<file path="config.mk">
export PLATFORM = sky130hd
export DESIGN_NAME = dac_bus_host
export DESIGN_NICKNAME = d
export VERILOG_FILES = /design/src/rtl/dac_host_pkg.sv /design/src/rtl/dac_cycle_if.sv /design/src/rtl/dac_bus_host.sv /design/src/rtl/dac_strobe_timer.sv
export SDC_FILE = /design/constraint.sdc
export NUM_CORES = 1
export LEC_CHECK = 0
export BUFFER_PORTS_ARGS = -buffer_cell sky130_fd_sc_hd__buf_2
export CAP_MARGIN = 0
export CORE_MARGIN = 2
export CORE_UTILIZATION = 55
export DETAILED_ROUTE_END_ITERATION = 8
export GPL_TIMING_DRIVEN = 1
export PLACE_DENSITY = 0.71
export SYNTH_ARGS = -nofsm -noshare
export SYNTH_HDL_FRONTEND = slang
export SYNTH_HIERARCHICAL = 1
export SYNTH_SLANG_ARGS = --single-unit
</file>
<file path="constraint.sdc">
create_clock -name CORE_CLK -period 4.5 [get_ports CORE_CLK]
set_input_delay 0.9 -clock CORE_CLK [delete_from_list [all_inputs] [get_ports CORE_CLK]]
set_output_delay 0.9 -clock CORE_CLK [all_outputs]
set_load 0.02 [all_outputs]
</file>
<file path="src/rtl/dac_host_pkg.sv">
// Constants and types shared by the converter bus host and its strobe timer
package dac_host_pkg;

	// Clock and pin timing
	localparam int CLK_PERIOD_NS = 100;
	localparam int T_SETUP_NS    = 50;
	localparam int T_STROBE_NS   = 100;
	localparam int T_HOLD_NS     = 50;
	localparam int T_RESET_NS    = 1000;

	// Least times round up to whole cycles, never below one
	localparam int SETUP_CYC  = ((T_SETUP_NS + CLK_PERIOD_NS - 1) / CLK_PERIOD_NS) < 1 ? 1 :
		((T_SETUP_NS + CLK_PERIOD_NS - 1) / CLK_PERIOD_NS);
	localparam int STROBE_CYC = ((T_STROBE_NS + CLK_PERIOD_NS - 1) / CLK_PERIOD_NS) < 1 ? 1 :
		((T_STROBE_NS + CLK_PERIOD_NS - 1) / CLK_PERIOD_NS);
	localparam int HOLD_CYC   = ((T_HOLD_NS + CLK_PERIOD_NS - 1) / CLK_PERIOD_NS) < 1 ? 1 :
		((T_HOLD_NS + CLK_PERIOD_NS - 1) / CLK_PERIOD_NS);
	localparam int RESET_CYC  = ((T_RESET_NS + CLK_PERIOD_NS - 1) / CLK_PERIOD_NS) < 1 ? 1 :
		((T_RESET_NS + CLK_PERIOD_NS - 1) / CLK_PERIOD_NS);

	// Cycle counters
	localparam int             CNT_W      = 8;
	localparam logic [CNT_W-1:0] SETUP_CNT  = CNT_W'(SETUP_CYC - 1);
	localparam logic [CNT_W-1:0] STROBE_CNT = CNT_W'(STROBE_CYC - 1);
	localparam logic [CNT_W-1:0] HOLD_CNT   = CNT_W'(HOLD_CYC - 1);
	localparam logic [CNT_W-1:0] RESET_CNT  = CNT_W'(RESET_CYC - 1);
	localparam logic [CNT_W-1:0] CNT_ZERO   = 8'h00;

	// Data layout
	localparam int CODE_W = 12;
	localparam int BYTE_W = 8;
	localparam int NIB_W  = 4;
	localparam int NIB_LO = 8;
	localparam logic [CODE_W-1:0] CODE_ZERO = 12'h000;

	// Offsets of the right-justified 8-bit scheme, address bits 1:0
	localparam logic [1:0] OFS_UNUSED_LO = 2'h0;
	localparam logic [1:0] OFS_HIGH      = 2'h1;
	localparam logic [1:0] OFS_LOW       = 2'h2;
	localparam logic [1:0] OFS_UNUSED_HI = 2'h3;

	// Command modes
	typedef enum logic [1:0] {
		MODE_SINGLE = 2'h0,
		MODE_STAGE  = 2'h1,
		MODE_UPDATE = 2'h2,
		MODE_WIDE   = 2'h3
	} mode_e;

	// Strobe timer phases
	typedef enum logic [1:0] {
		PH_IDLE   = 2'h0,
		PH_SETUP  = 2'h1,
		PH_STROBE = 2'h2,
		PH_HOLD   = 2'h3
	} phase_e;

	// Host sequencer states
	typedef enum logic [1:0] {
		ST_IDLE  = 2'h0,
		ST_WAIT  = 2'h1,
		ST_RESET = 2'h2
	} host_state_e;

endpackage : dac_host_pkg

</file>
<file path="src/rtl/dac_cycle_if.sv">
// Carrier between the host sequencer and the strobe timer
`timescale 1ns/1ns
interface dac_cycle_if #(
	parameter int NUM_DACS = 4
);
	logic                              req;
	logic                              done;
	logic [dac_host_pkg::CODE_W-1:0]   data;
	logic [NUM_DACS-1:0]               lsb_n;
	logic [NUM_DACS-1:0]               msb_n;
	logic [NUM_DACS-1:0]               converter_latch_load_n_n;

	modport ctrl (
		output req,
		output data,
		output lsb_n,
		output msb_n,
		output converter_latch_load_n_n,
		input  done
	);

	modport seq (
		input  req,
		input  data,
		input  lsb_n,
		input  msb_n,
		input  converter_latch_load_n_n,
		output done
	);
endinterface : dac_cycle_if

</file>
<file path="src/rtl/dac_bus_host.sv">
// Host controller that loads and updates double-buffered 12-bit converters
// Notes on behaviour
// - Several enables may be asserted in one write; all enabled latches load.
// - Fill several converters' input latches, then strobe all converter latches together.
// - On an 8-bit bus each 12-bit code goes as two right-justified byte writes.
// - Base address from high bits; A0 and A1 select the individual enables.
// - Offset X10 asserts only the low-byte enable, storing eight low bits.
// - Offset X01 asserts high-nibble and converter enables, storing and transferring together.
// - Used offsets are adjacent; X00 and X11 stay unused.
// - Four converters use eight adjacent addresses, one per input latch.
// - A ninth address, bit A3, asserts the common converter enable on all devices.
// - Common converter enable may tie to the last device's low-byte enable.
// - On wide buses both input enables held low; converter latch strobed by write. Here both enables go low only during each write, for the selected converter.
// - Write strobe comes from device select combined with the processor write.
`timescale 1ns/1ns
module dac_bus_host #(
	parameter int NUM_DACS     = 4,
	parameter bit TIE_LAST_CONVERTER_LATCH_LOAD_N = 1'b0,
	parameter int DEV_W        = (NUM_DACS > 1) ? $clog2(NUM_DACS) : 1
) (
	// Clock, reset, enable
	input  wire logic                            CORE_CLK,
	input  wire logic                            RST_N,
	input  wire logic                            CE,
	// User command port
	input  wire logic                            CMD_VALID,
	input  wire logic [1:0]                      CMD_MODE,
	input  wire logic [DEV_W-1:0]                CMD_DEV,
	input  wire logic [dac_host_pkg::CODE_W-1:0] CMD_CODE,
	output logic                                 CMD_READY,
	output logic                                 CMD_DONE,
	input  wire logic                            RESET_REQ,
	// Converter pins
	output logic [dac_host_pkg::CODE_W-1:0]      DAC_DATA,
	output logic                                 DAC_WR_N,
	output logic [NUM_DACS-1:0]                  LOW_BYTE_LATCH_ENABLE_N,
	output logic [NUM_DACS-1:0]                  HIGH_NIBBLE_LATCH_ENABLE_N,
	output logic [NUM_DACS-1:0]                  CONVERTER_LATCH_LOAD_N,
	output logic                                 DAC_RESET_N
);

	localparam logic [DEV_W-1:0] LAST_DEV = DEV_W'(NUM_DACS - 1);

	typedef struct packed {
		logic [dac_host_pkg::CODE_W-1:0] data;
		logic [NUM_DACS-1:0]             lsb_n;
		logic [NUM_DACS-1:0]             msb_n;
		logic [NUM_DACS-1:0]             converter_latch_load_n_n;
		logic                            last;
	} step_s;

	typedef struct packed {
		dac_host_pkg::host_state_e       state;
		dac_host_pkg::mode_e             mode;
		logic [DEV_W-1:0]                dev;
		logic [dac_host_pkg::CODE_W-1:0] code;
		logic                            step;
		logic                            last;
		logic                            req;
		logic [dac_host_pkg::CODE_W-1:0] data;
		logic [NUM_DACS-1:0]             lsb_n;
		logic [NUM_DACS-1:0]             msb_n;
		logic [NUM_DACS-1:0]             converter_latch_load_n_n;
		logic [dac_host_pkg::CNT_W-1:0]  rcnt;
		logic                            ready;
		logic                            done;
		logic                            rst_pin_n;
	} host_s;

	host_s st_reg;
	host_s st_next;
	step_s plan;

	dac_cycle_if #(.NUM_DACS(NUM_DACS)) cyc ();

	// One-hot active-low select of a converter
	function automatic logic [NUM_DACS-1:0] sel_n(input logic [DEV_W-1:0] dev);
		logic [NUM_DACS-1:0] v;
		v = '1;
		for (int i = 0; i < NUM_DACS; i++) begin
			if (DEV_W'(i) == dev) begin
				v[i] = 1'b0;
			end
		end
		return v;
	endfunction : sel_n

	// Address bits 1:0 of the 8-bit scheme to enables
	function automatic step_s offset_decode(input logic [1:0] ofs,
		input logic [DEV_W-1:0] dev, input logic [dac_host_pkg::CODE_W-1:0] code);
		step_s s;
		s.lsb_n  = '1;
		s.msb_n  = '1;
		s.converter_latch_load_n_n = '1;
		s.data   = dac_host_pkg::CODE_ZERO;
		s.last   = 1'b0;
		unique case (ofs)
			dac_host_pkg::OFS_LOW: begin
				s.lsb_n = sel_n(dev);
				s.data  = {{dac_host_pkg::NIB_W{1'b0}}, code[dac_host_pkg::BYTE_W-1:0]};
			end
			dac_host_pkg::OFS_HIGH: begin
				s.msb_n  = sel_n(dev);
				s.converter_latch_load_n_n = sel_n(dev);
				s.data   = {{dac_host_pkg::BYTE_W{1'b0}},
					code[dac_host_pkg::CODE_W-1:dac_host_pkg::NIB_LO]};
				s.last   = 1'b1;
			end
			dac_host_pkg::OFS_UNUSED_LO, dac_host_pkg::OFS_UNUSED_HI: begin
				s.last = 1'b1;
			end
		endcase
		return s;
	endfunction : offset_decode

	// Pin pattern of one write for a mode and step
	// Kept a function: a process of its own would loop with the sequencer
	function automatic step_s write_plan(input dac_host_pkg::mode_e mode,
		input logic [DEV_W-1:0] dev, input logic [dac_host_pkg::CODE_W-1:0] code,
		input logic step);
		step_s lo;
		step_s hi;
		step_s p;
		lo = offset_decode(dac_host_pkg::OFS_LOW, dev, code);
		hi = offset_decode(dac_host_pkg::OFS_HIGH, dev, code);
		p  = lo;
		unique case (mode)
			dac_host_pkg::MODE_SINGLE: begin
				// Low byte first, then nibble plus transfer in one write
				p = step ? hi : lo;
			end
			dac_host_pkg::MODE_STAGE: begin
				if (TIE_LAST_CONVERTER_LATCH_LOAD_N && dev == LAST_DEV) begin
					// Nibble first; the last low byte also fires every converter latch
					if (step) begin
						p.converter_latch_load_n_n = '0;
						p.last   = 1'b1;
					end else begin
						p        = hi;
						p.converter_latch_load_n_n = '1;
						p.last   = 1'b0;
					end
				end else begin
					// Input latches only; outputs wait for the common update
					p        = step ? hi : lo;
					p.converter_latch_load_n_n = '1;
				end
			end
			dac_host_pkg::MODE_UPDATE: begin
				// Every converter latch loads in the same write
				p.data   = code;
				p.lsb_n  = '1;
				p.msb_n  = '1;
				p.converter_latch_load_n_n = '0;
				p.last   = 1'b1;
			end
			dac_host_pkg::MODE_WIDE: begin
				// Input latches transparent, converter latch strobed by write
				p.data   = code;
				p.lsb_n  = sel_n(dev);
				p.msb_n  = sel_n(dev);
				p.converter_latch_load_n_n = sel_n(dev);
				p.last   = 1'b1;
			end
		endcase
		return p;
	endfunction : write_plan

	// Command sequencing
	always_comb begin
		st_next      = st_reg;
		st_next.req  = 1'b0;
		st_next.done = 1'b0;
		unique case (st_reg.state)
			dac_host_pkg::ST_IDLE: begin
				// Converter reset pin released while idle, also after a core reset
				st_next.rst_pin_n = 1'b1;
				if (RESET_REQ) begin
					st_next.rst_pin_n = 1'b0;
					st_next.rcnt      = dac_host_pkg::RESET_CNT;
					st_next.ready     = 1'b0;
					st_next.state     = dac_host_pkg::ST_RESET;
				end else if (CMD_VALID && st_reg.ready) begin
					st_next.mode  = dac_host_pkg::mode_e'(CMD_MODE);
					st_next.dev   = CMD_DEV;
					st_next.code  = CMD_CODE;
					st_next.step  = 1'b0;
					st_next.ready = 1'b0;
					st_next.req   = 1'b1;
					st_next.state = dac_host_pkg::ST_WAIT;
				end
			end
			dac_host_pkg::ST_WAIT: begin
				if (cyc.done) begin
					if (st_reg.last) begin
						st_next.ready = 1'b1;
						st_next.done  = 1'b1;
						st_next.state = dac_host_pkg::ST_IDLE;
					end else begin
						st_next.step = 1'b1;
						st_next.req  = 1'b1;
					end
				end
			end
			dac_host_pkg::ST_RESET: begin
				if (st_reg.rcnt == dac_host_pkg::CNT_ZERO) begin
					st_next.rst_pin_n = 1'b1;
					st_next.ready     = 1'b1;
					st_next.state     = dac_host_pkg::ST_IDLE;
				end else begin
					st_next.rcnt = st_reg.rcnt - 1'b1;
				end
			end
			default: begin
				st_next.state = dac_host_pkg::ST_IDLE;
			end
		endcase
		// Pattern follows the next mode and step, so the second write of a pair is right
		plan = write_plan(st_next.mode, st_next.dev, st_next.code, st_next.step);
		if (st_next.req) begin
			st_next.data   = plan.data;
			st_next.lsb_n  = plan.lsb_n;
			st_next.msb_n  = plan.msb_n;
			st_next.converter_latch_load_n_n = plan.converter_latch_load_n_n;
			st_next.last   = plan.last;
		end
	end

	always_ff @(posedge CORE_CLK or negedge RST_N) begin
		if (!RST_N) begin
			st_reg.state     <= dac_host_pkg::ST_IDLE;
			st_reg.mode      <= dac_host_pkg::MODE_SINGLE;
			st_reg.dev       <= '0;
			st_reg.code      <= dac_host_pkg::CODE_ZERO;
			st_reg.step      <= 1'b0;
			st_reg.last      <= 1'b0;
			st_reg.req       <= 1'b0;
			st_reg.data      <= dac_host_pkg::CODE_ZERO;
			st_reg.lsb_n     <= '1;
			st_reg.msb_n     <= '1;
			st_reg.converter_latch_load_n_n    <= '1;
			st_reg.rcnt      <= dac_host_pkg::CNT_ZERO;
			st_reg.ready     <= 1'b1;
			st_reg.done      <= 1'b0;
			st_reg.rst_pin_n <= 1'b0;
		end else if (CE) begin
			st_reg <= st_next;
		end
	end

	// Write request to the strobe timer
	assign cyc.req    = st_reg.req;
	assign cyc.data   = st_reg.data;
	assign cyc.lsb_n  = st_reg.lsb_n;
	assign cyc.msb_n  = st_reg.msb_n;
	assign cyc.converter_latch_load_n_n = st_reg.converter_latch_load_n_n;

	dac_strobe_timer #(.NUM_DACS(NUM_DACS)) timer (
		.clk    (CORE_CLK),
		.rst_n  (RST_N),
		.ce     (CE),
		.cyc    (cyc.seq),
		.wr_n   (DAC_WR_N),
		.data   (DAC_DATA),
		.lsb_n  (LOW_BYTE_LATCH_ENABLE_N),
		.msb_n  (HIGH_NIBBLE_LATCH_ENABLE_N),
		.converter_latch_load_n_n (CONVERTER_LATCH_LOAD_N)
	);

	// Handshake and converter reset pin
	assign CMD_READY   = st_reg.ready;
	assign CMD_DONE    = st_reg.done;
	assign DAC_RESET_N = st_reg.rst_pin_n;

endmodule : dac_bus_host

</file>
<file path="src/rtl/dac_strobe_timer.sv">
// One write cycle on the converter pins: setup, write strobe, hold
`timescale 1ns/1ns
module dac_strobe_timer #(
	parameter int NUM_DACS = 4
) (
	// Clock, reset, enable
	input  wire logic                            clk,
	input  wire logic                            rst_n,
	input  wire logic                            ce,
	// Cycle request
	dac_cycle_if.seq                             cyc,
	// Converter pins
	output logic                                 wr_n,
	output logic [dac_host_pkg::CODE_W-1:0]      data,
	output logic [NUM_DACS-1:0]                  lsb_n,
	output logic [NUM_DACS-1:0]                  msb_n,
	output logic [NUM_DACS-1:0]                  converter_latch_load_n_n
);

	typedef struct packed {
		dac_host_pkg::phase_e                phase;
		logic [dac_host_pkg::CNT_W-1:0]      cnt;
		logic                                wr_n;
		logic [dac_host_pkg::CODE_W-1:0]     data;
		logic [NUM_DACS-1:0]                 lsb_n;
		logic [NUM_DACS-1:0]                 msb_n;
		logic [NUM_DACS-1:0]                 converter_latch_load_n_n;
		logic                                done;
	} timer_s;

	timer_s st_reg;
	timer_s st_next;

	always_comb begin
		st_next      = st_reg;
		st_next.done = 1'b0;
		unique case (st_reg.phase)
			dac_host_pkg::PH_IDLE: begin
				if (cyc.req) begin
					// Enables and data settle while the strobe is still high
					st_next.data   = cyc.data;
					st_next.lsb_n  = cyc.lsb_n;
					st_next.msb_n  = cyc.msb_n;
					st_next.converter_latch_load_n_n = cyc.converter_latch_load_n_n;
					st_next.cnt    = dac_host_pkg::SETUP_CNT;
					st_next.phase  = dac_host_pkg::PH_SETUP;
				end
			end
			dac_host_pkg::PH_SETUP: begin
				if (st_reg.cnt == dac_host_pkg::CNT_ZERO) begin
					st_next.wr_n  = 1'b0;
					st_next.cnt   = dac_host_pkg::STROBE_CNT;
					st_next.phase = dac_host_pkg::PH_STROBE;
				end else begin
					st_next.cnt = st_reg.cnt - 1'b1;
				end
			end
			dac_host_pkg::PH_STROBE: begin
				if (st_reg.cnt == dac_host_pkg::CNT_ZERO) begin
					// Strobe rises first so the latches close on the fast path
					st_next.wr_n  = 1'b1;
					st_next.cnt   = dac_host_pkg::HOLD_CNT;
					st_next.phase = dac_host_pkg::PH_HOLD;
				end else begin
					st_next.cnt = st_reg.cnt - 1'b1;
				end
			end
			dac_host_pkg::PH_HOLD: begin
				if (st_reg.cnt == dac_host_pkg::CNT_ZERO) begin
					st_next.lsb_n  = '1;
					st_next.msb_n  = '1;
					st_next.converter_latch_load_n_n = '1;
					st_next.done   = 1'b1;
					st_next.phase  = dac_host_pkg::PH_IDLE;
				end else begin
					st_next.cnt = st_reg.cnt - 1'b1;
				end
			end
		endcase
	end

	always_ff @(posedge clk or negedge rst_n) begin
		if (!rst_n) begin
			st_reg.phase  <= dac_host_pkg::PH_IDLE;
			st_reg.cnt    <= dac_host_pkg::CNT_ZERO;
			st_reg.wr_n   <= 1'b1;
			st_reg.data   <= dac_host_pkg::CODE_ZERO;
			st_reg.lsb_n  <= '1;
			st_reg.msb_n  <= '1;
			st_reg.converter_latch_load_n_n <= '1;
			st_reg.done   <= 1'b0;
		end else if (ce) begin
			st_reg <= st_next;
		end
	end

	assign cyc.done = st_reg.done;
	assign wr_n     = st_reg.wr_n;
	assign data     = st_reg.data;
	assign lsb_n    = st_reg.lsb_n;
	assign msb_n    = st_reg.msb_n;
	assign converter_latch_load_n_n   = st_reg.converter_latch_load_n_n;

endmodule : dac_strobe_timer

</file>
==> impl_metrics.env, run 1 <==
export IMPL_grt_max_degree=65
export IMPL_gp_congestion=0.805
export IMPL_place_ws_ns=1.67
export IMPL_cts_inserted_buffers=9
export IMPL_seqPwrFrac=0.427
export IMPL_hold_depth=2
export IMPL_maxSlewViolCount=0
export IMPL_fin_crit_sh=0.546
export IMPL_multi_input_area_um2=2150
export IMPL_fin_total_pwr_mw=3.44
export IMPL_r2r_end="st_reg[44]"
export IMPL_fmax_ghz=0.407
export IMPL_worstReg2RegStart="st_reg[55]"
export IMPL_cts_max_path_buffers=2
export IMPL_p_leak_nw=2.33
export IMPL_wl_per_cell_um=16.1
export IMPL_worstSetupEndpointType="flop"
export IMPL_rsz0062_at_grt="no"
export IMPL_setup_worst_path_end="st_reg[44]"
export IMPL_fillCellCount=746
export IMPL_ys_flop_type="dfrtp_1"
export IMPL_max_stage_delay_ns=0.63
export IMPL_maxSlewHeadroom=0.453
export IMPL_largest_reg_flops=28
export IMPL_worst_clock_skew_ns=0.0107
export IMPL_antenna_found_initial=0
export IMPL_combPwrFrac=0.409
export IMPL_synth_cell_types=72
export IMPL_crit_required_ns=4.74
export IMPL_drtPass1Iterations=4
export IMPL_die_area_um2=9580
export IMPL_fin_cells=579
export IMPL_syn_to_final_growth_pct=6.79
export IMPL_hold_start="timer/converter_latch_load_n_n[2]"
export IMPL_crit_chain="inv_1 -> ha_1 -> and4b_1 -> nand2_1 -> mux2_2"
export IMPL_cpMaxStageDelayCell="and4b_1"
export IMPL_ant_nets=0
export IMPL_drt_iter0_markers=145
export IMPL_diodes=0
export IMPL_worst_setup_path_type="reg2reg"
export IMPL_ys_ff_latch=92
export IMPL_h_tree_depth=3
export IMPL_die_width_um=97.9
export IMPL_path_max_fanout=10
export IMPL_num_io_pins=49
export IMPL_crit_path_start="st_reg[55]"
export IMPL_tightest_slew_ns=0.820
export IMPL_synth_most_common_cell="dfrtp_1"
export IMPL_dr_total_vias=3377
export IMPL_routed_wl_mm=9.30
export IMPL_async_flop_share=1.00
export IMPL_grtUsageTotal=0.204
export IMPL_p_int_mw=2.10
export IMPL_synth_seq_area_share=0.482
export IMPL_dieHeight_um=97.9
export IMPL_yosys_warnings=6
export IMPL_holdWs_ns=0.470
export IMPL_clock_sinks=92
export IMPL_synth_area_top_cells="dfrtp_1, dfstp_2, mux2_2"
export IMPL_setup_violations=0
export IMPL_remaining_drc_errors=0
export IMPL_switchingPower_mw=1.33
export IMPL_avgSynthCellArea_um2=10.9
export IMPL_cts_tree="built"
export IMPL_via_per_inst=5.83
export IMPL_min_period_ns=2.46
export IMPL_cp_start_kind="flop"
export IMPL_cts_hold_buf=0
export IMPL_yosysTopAreaCell="dfrtp_1"
export IMPL_swShare=0.389
export IMPL_status="finished clean"
export IMPL_rrSetupSlack_ns=2.04
export IMPL_arrival_ns=2.70
export IMPL_regArea_um2=2330
export IMPL_cts_resized=0
export IMPL_synth_area_um2=4850
export IMPL_fp_row_count=34
export IMPL_crit_family="simple AND/OR/NAND/NOR gates"
export IMPL_yosysTopAreaCellShare=0.341
export IMPL_r2r_cells=5
export IMPL_clkLatencyLatePin_ns=0.36
export IMPL_clkSlewWorstSetupHoldPaths_ns=0.09
export IMPL_nNetsFinal=499
export IMPL_core_area_um2=8640
export IMPL_root_buffer="clkbuf_8"
export IMPL_max_cap_viol_count=0
export IMPL_finalWorstSetupSlack_ns=2.04
export IMPL_min_path_type="reg2reg"
export IMPL_dp_cells=563
export IMPL_grt_overflow_total=0
export IMPL_synth_edf_count=0
export IMPL_yosys_top_cells_count="dfrtp_1, nor2_1, mux2_2, nand2_1, buf_4"
export IMPL_post_cts_buffers=0
export IMPL_crit_buf_inv=1
export IMPL_numPortBuffers=48
export IMPL_ir_drop_mv=0.265
export IMPL_layout_drive_gt1_share=0.297
export IMPL_start_util=0.561
export IMPL_clockPowerShare=0.164
export IMPL_grt_pass1_wl_mm=15.9
export IMPL_tns_ns=0
export IMPL_synth_nets=477
export IMPL_worstSetupPathDepth=5
export IMPL_syn_instance_count=444
export IMPL_grt_pass1_vias=3325
export IMPL_dp_hpwl_mm=6.59
export IMPL_power_density_nw_per_um2=664
export IMPL_hold_viol=0
[routing by layer]
layer	GRT usage	vias up	part of all wire
li1	-	1647	-
met4	0.0759	0	0.014
met5	0	-	0
met1	0.276	1644	0.47
met2	0.332	76	0.48
met3	0.0379	10	0.038
[stage by stage]
step	instance area, µm²	util
after floorplan	4850	-
after global placement	4970	0.575
after detailed placement	4970	0.575
after CTS	5170	0.599
after global routing	5170	0.599
final	5170	0.599
[kinds of logic after synthesis]
kind of cell | Yosys count | share of synthesized area
buffers and inverters | 64 | 0.0749
AOI/OAI and AO/OA | 96 | 0.147
adders and majority gates | 12 | 0.0310
and+or+nand+nor | 126 | 0.141
DFF | 92 | 0.482
muxes | 54 | 0.124
[tightest hold or removal path, cell delays in order, from the launching register on]
cell and delay, ns:
dfstp_2 0.37, inv_1 0.04, mux2i_1 0.05
[layout by cell type, fill, tap and decap left out, drive strengths merged, types with 2 or more instances in the layout]
| cell | count |
|---|---|
| o32a | 2 |
| nor2b | 4 |
| nor2 | 34 |
| a311o | 2 |
| o31ai | 6 |
| o21a | 7 |
| nand3 | 11 |
| a31oi | 5 |
| nand2b | 4 |
| clkbuf | 12 |
| mux2i | 23 |
| or2 | 2 |
| o21ai | 15 |
| o311ai | 5 |
| ha | 12 |
| or4 | 9 |
| nor3b | 3 |
| nand2 | 28 |
| and2 | 2 |
| o2111ai | 4 |
| a41oi | 3 |
| nand4 | 4 |
| o22ai | 2 |
| a211o | 2 |
| buf | 50 |
| o221a | 2 |
| dfrtp | 66 |
| inv | 27 |
| or3 | 4 |
| a211oi | 2 |
| dfstp | 26 |
| mux2 | 31 |
| a22o | 6 |
| o22a | 2 |
| nor3 | 6 |
| a21oi | 22 |
| nor4 | 5 |
[power by group through the flow]
stage | Clock (mW) | Combinational (mW) | Sequential (mW)
3_3_place_gp | 0 | 1.37 | 1.47
5_1_grt | 0.615 | 1.57 | 1.52
2_1_floorplan | 0 | 1.20 | 1.43
3_5_place_dp | 0 | 1.41 | 1.48
4_1_cts | 0.585 | 1.41 | 1.47
6_report | 0.564 | 1.40 | 1.47
[worst min-delay path by stage]
stage	endpoint	slack (ns)
finish	timer/converter_latch_load_n_n[2]	0.47
global route	timer/converter_latch_load_n_n[2]	0.49
CTS	timer/converter_latch_load_n_n[0]	0.47
detailed placement	timer/converter_latch_load_n_n[0]	0.46
global placement	timer/converter_latch_load_n_n[0]	0.45
floorplan	timer/converter_latch_load_n_n[0]	0.44
[layout make-up]
type | instances | share of cell area
inverters | 25 | 0.0181
clock buffers | 12 | 0.0343
clock inverters | 4 | 0.00532
multi-input cells | 288 | 0.415
repair buffers | 50 | 0.0498
well taps | 108 | 0.0261
flip-flops and latches | 92 | 0.451
Note: power is estimated with default switching activity, not from simulation.
==> run 2, diff against run 1 <==
clock period = 2.5 ns   (was 4.5 ns; I/O delays follow)
==> impl_metrics.env, run 2 (same netlist as run 1, synthesis figures left out) <==
export IMPL_status="finished clean"
export IMPL_r2r_end="st_reg[49]"
export IMPL_max_stage_delay_ns=0.49
export IMPL_wl_per_cell_um=15.9
export IMPL_maxSlewViolCount=0
export IMPL_clkLatencyLatePin_ns=0.37
export IMPL_cts_tree="built"
export IMPL_p_leak_nw=2.35
export IMPL_grt_pass1_wl_mm=15.9
export IMPL_syn_to_final_growth_pct=7.36
export IMPL_power_density_nw_per_um2=1170
export IMPL_root_buffer="clkbuf_8"
export IMPL_max_cap_viol_count=0
export IMPL_numPortBuffers=48
export IMPL_dr_total_vias=3414
export IMPL_post_cts_buffers=0
export IMPL_dieHeight_um=97.9
export IMPL_num_io_pins=49
export IMPL_finalWorstSetupSlack_ns=0.296
export IMPL_nNetsFinal=505
export IMPL_cpMaxStageDelayCell="and4b_1"
export IMPL_grtUsageTotal=0.205
export IMPL_ir_drop_mv=0.515
export IMPL_swShare=0.398
export IMPL_layout_drive_gt1_share=0.306
export IMPL_grt_pass1_vias=3321
export IMPL_setup_violations=0
export IMPL_hold_viol=0
export IMPL_fin_total_pwr_mw=6.11
export IMPL_cts_hold_buf=0
export IMPL_maxSlewHeadroom=0.569
export IMPL_dp_hpwl_mm=6.74
export IMPL_worstReg2RegStart="st_reg[55]"
export IMPL_mostFrequentLayoutCell="dfrtp_1"
export IMPL_fmax_ghz=0.454
export IMPL_drtPass1Iterations=4
export IMPL_drt_iter0_markers=163
export IMPL_holdWs_ns=0.119
export IMPL_layout_common_cells="dfrtp_1, buf_2, nor2_1"
export IMPL_routed_wl_mm=9.32
export IMPL_largest_reg_flops=28
export IMPL_core_area_um2=8640
export IMPL_fin_crit_sh=0.882
export IMPL_min_period_ns=2.20
export IMPL_tns_ns=0
export IMPL_crit_required_ns=2.76
export IMPL_die_area_um2=9580
export IMPL_die_width_um=97.9
export IMPL_rrSetupSlack_ns=0.30
export IMPL_min_path_type="in2async"
export IMPL_diodes=0
export IMPL_via_per_inst=5.84
export IMPL_r2r_cells=5
export IMPL_clkSlewWorstSetupHoldPaths_ns=0.09
export IMPL_p_int_mw=3.68
export IMPL_fp_row_count=34
export IMPL_cts_max_path_buffers=2
export IMPL_cts_resized=0
export IMPL_clockPowerShare=0.149
export IMPL_antenna_found_initial=0
export IMPL_tightest_slew_ns=0.646
export IMPL_fin_area_um2=5200
export IMPL_path_max_fanout=10
export IMPL_arrival_ns=2.46
export IMPL_grt_max_degree=48
export IMPL_start_util=0.561
export IMPL_place_ws_ns=0.332
export IMPL_worst_clock_skew_ns=0.00810
export IMPL_combPwrFrac=0.419
export IMPL_clock_sinks=92
export IMPL_gp_congestion=0.884
export IMPL_worstSetupEndpointType="flop"
export IMPL_worst_setup_path_type="reg2reg"
export IMPL_remaining_drc_errors=0
export IMPL_cts_inserted_buffers=9
export IMPL_seqPwrFrac=0.433
export IMPL_grt_overflow_total=0
export IMPL_crit_chain="inv_1 -> ha_1 -> and4b_1 -> nand2_1 -> mux2_2"
export IMPL_rsz0062_at_grt="no"
export IMPL_h_tree_depth=3
export IMPL_cp_start_kind="flop"
export IMPL_post_dp_cell_area_um2=5030
export IMPL_ant_nets=0
export IMPL_switchingPower_mw=2.43
-- run 2: cell count changes in the layout (fill, tap and decap cells not counted), sizes merged --
| cell | delta |
|---|---|
| buf | +6 |
| inv | -1 |
| clkinv | +4 |
| clkbuf | -3 |
-- run 2: cell type report --
class / count / area [µm²]
Clock buffer: 9 / 124
Clock inverter: 7 / 51.3
Fill cell: 715 / 3430
Inverter: 25 / 93.8
Multi-Input combinational cell: 288 / 2150
Sequential cell: 92 / 2330
Tap cell: 108 / 135
Timing Repair Buffer: 56 / 315
-- run 2: stage by stage --
step,instances,util
2_1_floorplan,444,-
3_3_place_gp,569,0.582
3_5_place_dp,569,0.582
4_1_cts,585,0.602
5_1_grt,585,0.602
6_report,585,0.602
-- run 2: worst max-delay path, delay by kind of cell (launching register included) --
family | cells | cell delay [ns]
mux | 1 | 0.37
fa+ha+maj | 1 | 0.32
buf+inv | 1 | 0.11
simple gates | 2 | 0.86
flops | 1 | 0.43
-- run 2: routing by layer --
| metal | track usage | part of all wire | vias up |
|---|---|---|---|
| met5 | 0 | 0 | - |
| met4 | 0.0716 | 0.016 | 0 |
| met3 | 0.0451 | 0.041 | 13 |
| met2 | 0.330 | 0.48 | 63 |
| met1 | 0.276 | 0.46 | 1688 |
| li1 | - | - | 1650 |
-- run 2: how the worst max path moves through the flow --
| stage | from | to | slack [ns] | depth (start not counted) |
|---|---|---|---|---|
| 6_report | st_reg[55] | st_reg[49] | 0.30 | 5 |
| 3_3_place_gp | st_reg[55] | st_reg[47] | 0.42 | 5 |
| 2_1_floorplan | st_reg[54] | cyc.converter_latch_load_n_n[1] | 0.66 | 8 |
| 4_1_cts | st_reg[55] | st_reg[44] | 0.30 | 5 |
| 3_5_place_dp | st_reg[55] | st_reg[49] | 0.33 | 5 |
| 5_1_grt | st_reg[54] | cyc.converter_latch_load_n_n[1] | 0.16 | 7 |
-- run 2: power by group through the flow --
| stage | Clock, mW | Combinational, mW | Sequential (mW) |
|---|---|---|---|
| final | 0.909 | 2.56 | 2.64 |
| after CTS | 0.941 | 2.57 | 2.65 |
| after floorplan | 0 | 2.16 | 2.58 |
| after global placement | 0 | 2.48 | 2.65 |
| after global routing | 0.986 | 2.87 | 2.73 |
| after detailed placement | 0 | 2.56 | 2.67 |
==> run 3, diff against run 2 <==
ABC_AREA = 1   (was unset)
CORE_UTILIZATION = 53   (was 55)
PLACE_DENSITY = 0.72   (was 0.71)
clock period = 1.9 ns   (was 2.5 ns; I/O delays follow)
==> impl_metrics.env, run 3 <==
export IMPL_status="finished clean"
export IMPL_nNetsFinal=650
export IMPL_cts_max_path_buffers=2
export IMPL_holdWs_ns=0.322
export IMPL_ant_nets=0
export IMPL_fmax_ghz=0.557
export IMPL_ys_flop_type="dfrtp_1"
export IMPL_gp_congestion=0.843
export IMPL_combPwrFrac=0.434
export IMPL_worstSetupEndpointType="flop"
export IMPL_die_area_um2=10000
export IMPL_rrSetupSlack_ns=0.11
export IMPL_dr_total_vias=3704
export IMPL_crit_path_start="st_reg[55]"
export IMPL_r2r_end="cyc.converter_latch_load_n_n[2]"
export IMPL_drtPass1Iterations=5
export IMPL_cts_inserted_buffers=9
export IMPL_remaining_drc_errors=0
export IMPL_hold_viol=0
export IMPL_ir_drop_mv=0.570
export IMPL_ys_ff_latch=92
export IMPL_fin_total_pwr_mw=8.08
export IMPL_syn_instance_count=577
export IMPL_h_tree_depth=3
export IMPL_synth_nets=610
export IMPL_grt_pass1_wl_mm=16.0
export IMPL_routed_wl_mm=9.42
export IMPL_grt_max_degree=44
export IMPL_max_cap_viol_count=0
export IMPL_synth_edf_count=0
export IMPL_root_buffer="clkbuf_8"
export IMPL_synth_cell_types=35
export IMPL_path_max_fanout=11
export IMPL_fin_crit_sh=0.945
export IMPL_worst_clock_skew_ns=0.0110
export IMPL_diodes=0
export IMPL_antenna_found_initial=0
export IMPL_min_path_type="in2reg"
export IMPL_dieHeight_um=100
export IMPL_via_per_inst=5.05
export IMPL_worst_setup_path_type="reg2reg"
export IMPL_synth_most_common_cell="nand2_1"
export IMPL_r2r_cells=12
export IMPL_seqPwrFrac=0.401
export IMPL_mostFrequentLayoutCell="nand2_1"
export IMPL_p_int_mw=4.72
export IMPL_cp_start_kind="flop"
export IMPL_async_flop_share=1.00
export IMPL_die_width_um=100
export IMPL_avgSynthCellArea_um2=8.49
export IMPL_maxSlewHeadroom=0.725
export IMPL_wl_met1_mm=4.50
export IMPL_min_period_ns=1.79
export IMPL_crit_required_ns=2.19
export IMPL_setup_worst_path_end="cyc.converter_latch_load_n_n[2]"
export IMPL_syn_to_final_growth_pct=10.7
export IMPL_synth_area_top_cells="dfrtp_1, dfstp_2, nand2_1"
export IMPL_met3_length_um=349
export IMPL_synth_seq_area_share=0.477
export IMPL_wl_met2_mm=4.43
export IMPL_grtUsageTotal=0.200
export IMPL_maxSlewViolCount=0
export IMPL_rsz0062_at_grt="yes"
export IMPL_clock_sinks=92
export IMPL_tightest_slew_ns=0.412
export IMPL_yosysTopAreaCellShare=0.337
export IMPL_cts_tree="built"
export IMPL_grt_overflow_total=0
export IMPL_synth_area_um2=4900
export IMPL_largest_reg_flops=28
export IMPL_setup_violations=0
export IMPL_swShare=0.417
export IMPL_yosysTopAreaCell="dfrtp_1"
export IMPL_worstReg2RegStart="st_reg[55]"
export IMPL_layout_drive_gt1_share=0.293
export IMPL_start_util=0.538
export IMPL_dp_hpwl_mm=6.83
export IMPL_highest_layer="met4"
export IMPL_layout_common_cells="nand2_1, dfrtp_1, nor2_1"
export IMPL_clkSlewWorstSetupHoldPaths_ns=0.10
export IMPL_grt_pass1_vias=3487
export IMPL_fp_row_count=35
export IMPL_switchingPower_mw=3.37
export IMPL_yosys_top_cells_count="nand2_1, dfrtp_1, nor2_1, inv_1, o21ai_0"
export IMPL_arrival_ns=2.09
export IMPL_hold_depth=3
export IMPL_yosys_warnings=6
export IMPL_core_area_um2=9110
export IMPL_drt_iter0_markers=172
export IMPL_p_leak_nw=2.75
export IMPL_wl_per_cell_um=12.8
export IMPL_num_io_pins=49
export IMPL_clockPowerShare=0.165
export IMPL_numPortBuffers=48
export IMPL_clkLatencyLatePin_ns=0.36
export IMPL_power_density_nw_per_um2=1490
## run 3: cell types whose count changed in the layout (fill, tap and decap cells not counted), sizes merged, moves of 11 or more
cell and delta:
nor2 +49, mux2i -19, o21ai +40, mux2 -19, inv +23, nand3 +25, nand2 +135, buf +11
## run 3: cells by family after synthesis
| kind of cell | Yosys count | share of synthesized area |
|---|---|---|
| simple gates | 294 | 0.265 |
| flops | 92 | 0.477 |
| buf+inv | 87 | 0.0953 |
| compound gates | 72 | 0.0889 |
| mux | 16 | 0.0358 |
| fa+ha+maj | 12 | 0.0307 |
| xor+xnor | 4 | 0.00715 |
## run 3: worst min-delay path by stage
stage           startpoint           to  slack, ns
2_1_floorplan        RST_N     CMD_DONE       0.08
3_3_place_gp         RST_N   st_reg[10]       0.35
3_5_place_dp         RST_N   st_reg[10]       0.34
4_1_cts        CMD_CODE[6]  cyc.data[6]       0.31
5_1_grt         CMD_DEV[1]   st_reg[51]       0.34
6_report       CMD_CODE[6]  cyc.data[6]       0.32
## run 3: worst max-delay path: stages (launching register included)
cell and delay [ns]:
dfrtp_1 0.41, inv_1 0.13, ha_4 0.16, nand2_1 0.12, nor2_4 0.15, buf_8 0.16
nand2_1 0.09, nand2_2 0.11, nand2_2 0.09, nand2_1 0.08, nand2_1 0.04, nor2_1 0.11
nor2_1 0.06
## run 3: power by group through the flow
stage	logic, mW	clock network (mW)	registers (mW)
finish	3.51	1.33	3.24
floorplan	2.81	0	3.21
global placement	3.32	0	3.25
detailed placement	3.43	0	3.27
CTS	3.44	1.37	3.25
global route	4.01	1.46	3.33
## run 3: layout make-up
cell class	count	area, µm²
inverters	47	179
repair buffers	68	419
clock inverters	6	73.8
multi-input cells	399	2150
well taps	111	139
fillers	803	3690
clock buffers	10	128
flip-flops and latches	92	2330
## run 3: repair_timing
item,4_1_cts,5_1_grt
hold buffers,1,0
resized for setup,0,14
setup endpoints to repair,0,37
buffers inserted,0,1
endpoints found under the hold margin,28,0
## run 3: stage by stage
| step | std cells | area (µm²) | utilization | setup TNS, ns | setup slack [ns] |
|---|---|---|---|---|---|
| floorplan | 577 | 4900 | - | 0 | 0.252 |
| global placement | 714 | 5140 | 0.564 | 0 | 0.0861 |
| detailed placement | 714 | 5140 | 0.564 | 0 | 0.0135 |
| CTS | 731 | 5350 | 0.587 | 0 | 0.00641 |
| global route | 733 | 5420 | 0.595 | -0.0692 | -0.0450 |
| finish | 733 | 5420 | 0.595 | 0 | 0.105 |
## run 3: metal layers
metal  vias up  GRT usage
li1       1896          -
met1      1727      0.290
met2        70      0.310
met3        11     0.0320
met4         0     0.0632
met5         -          0
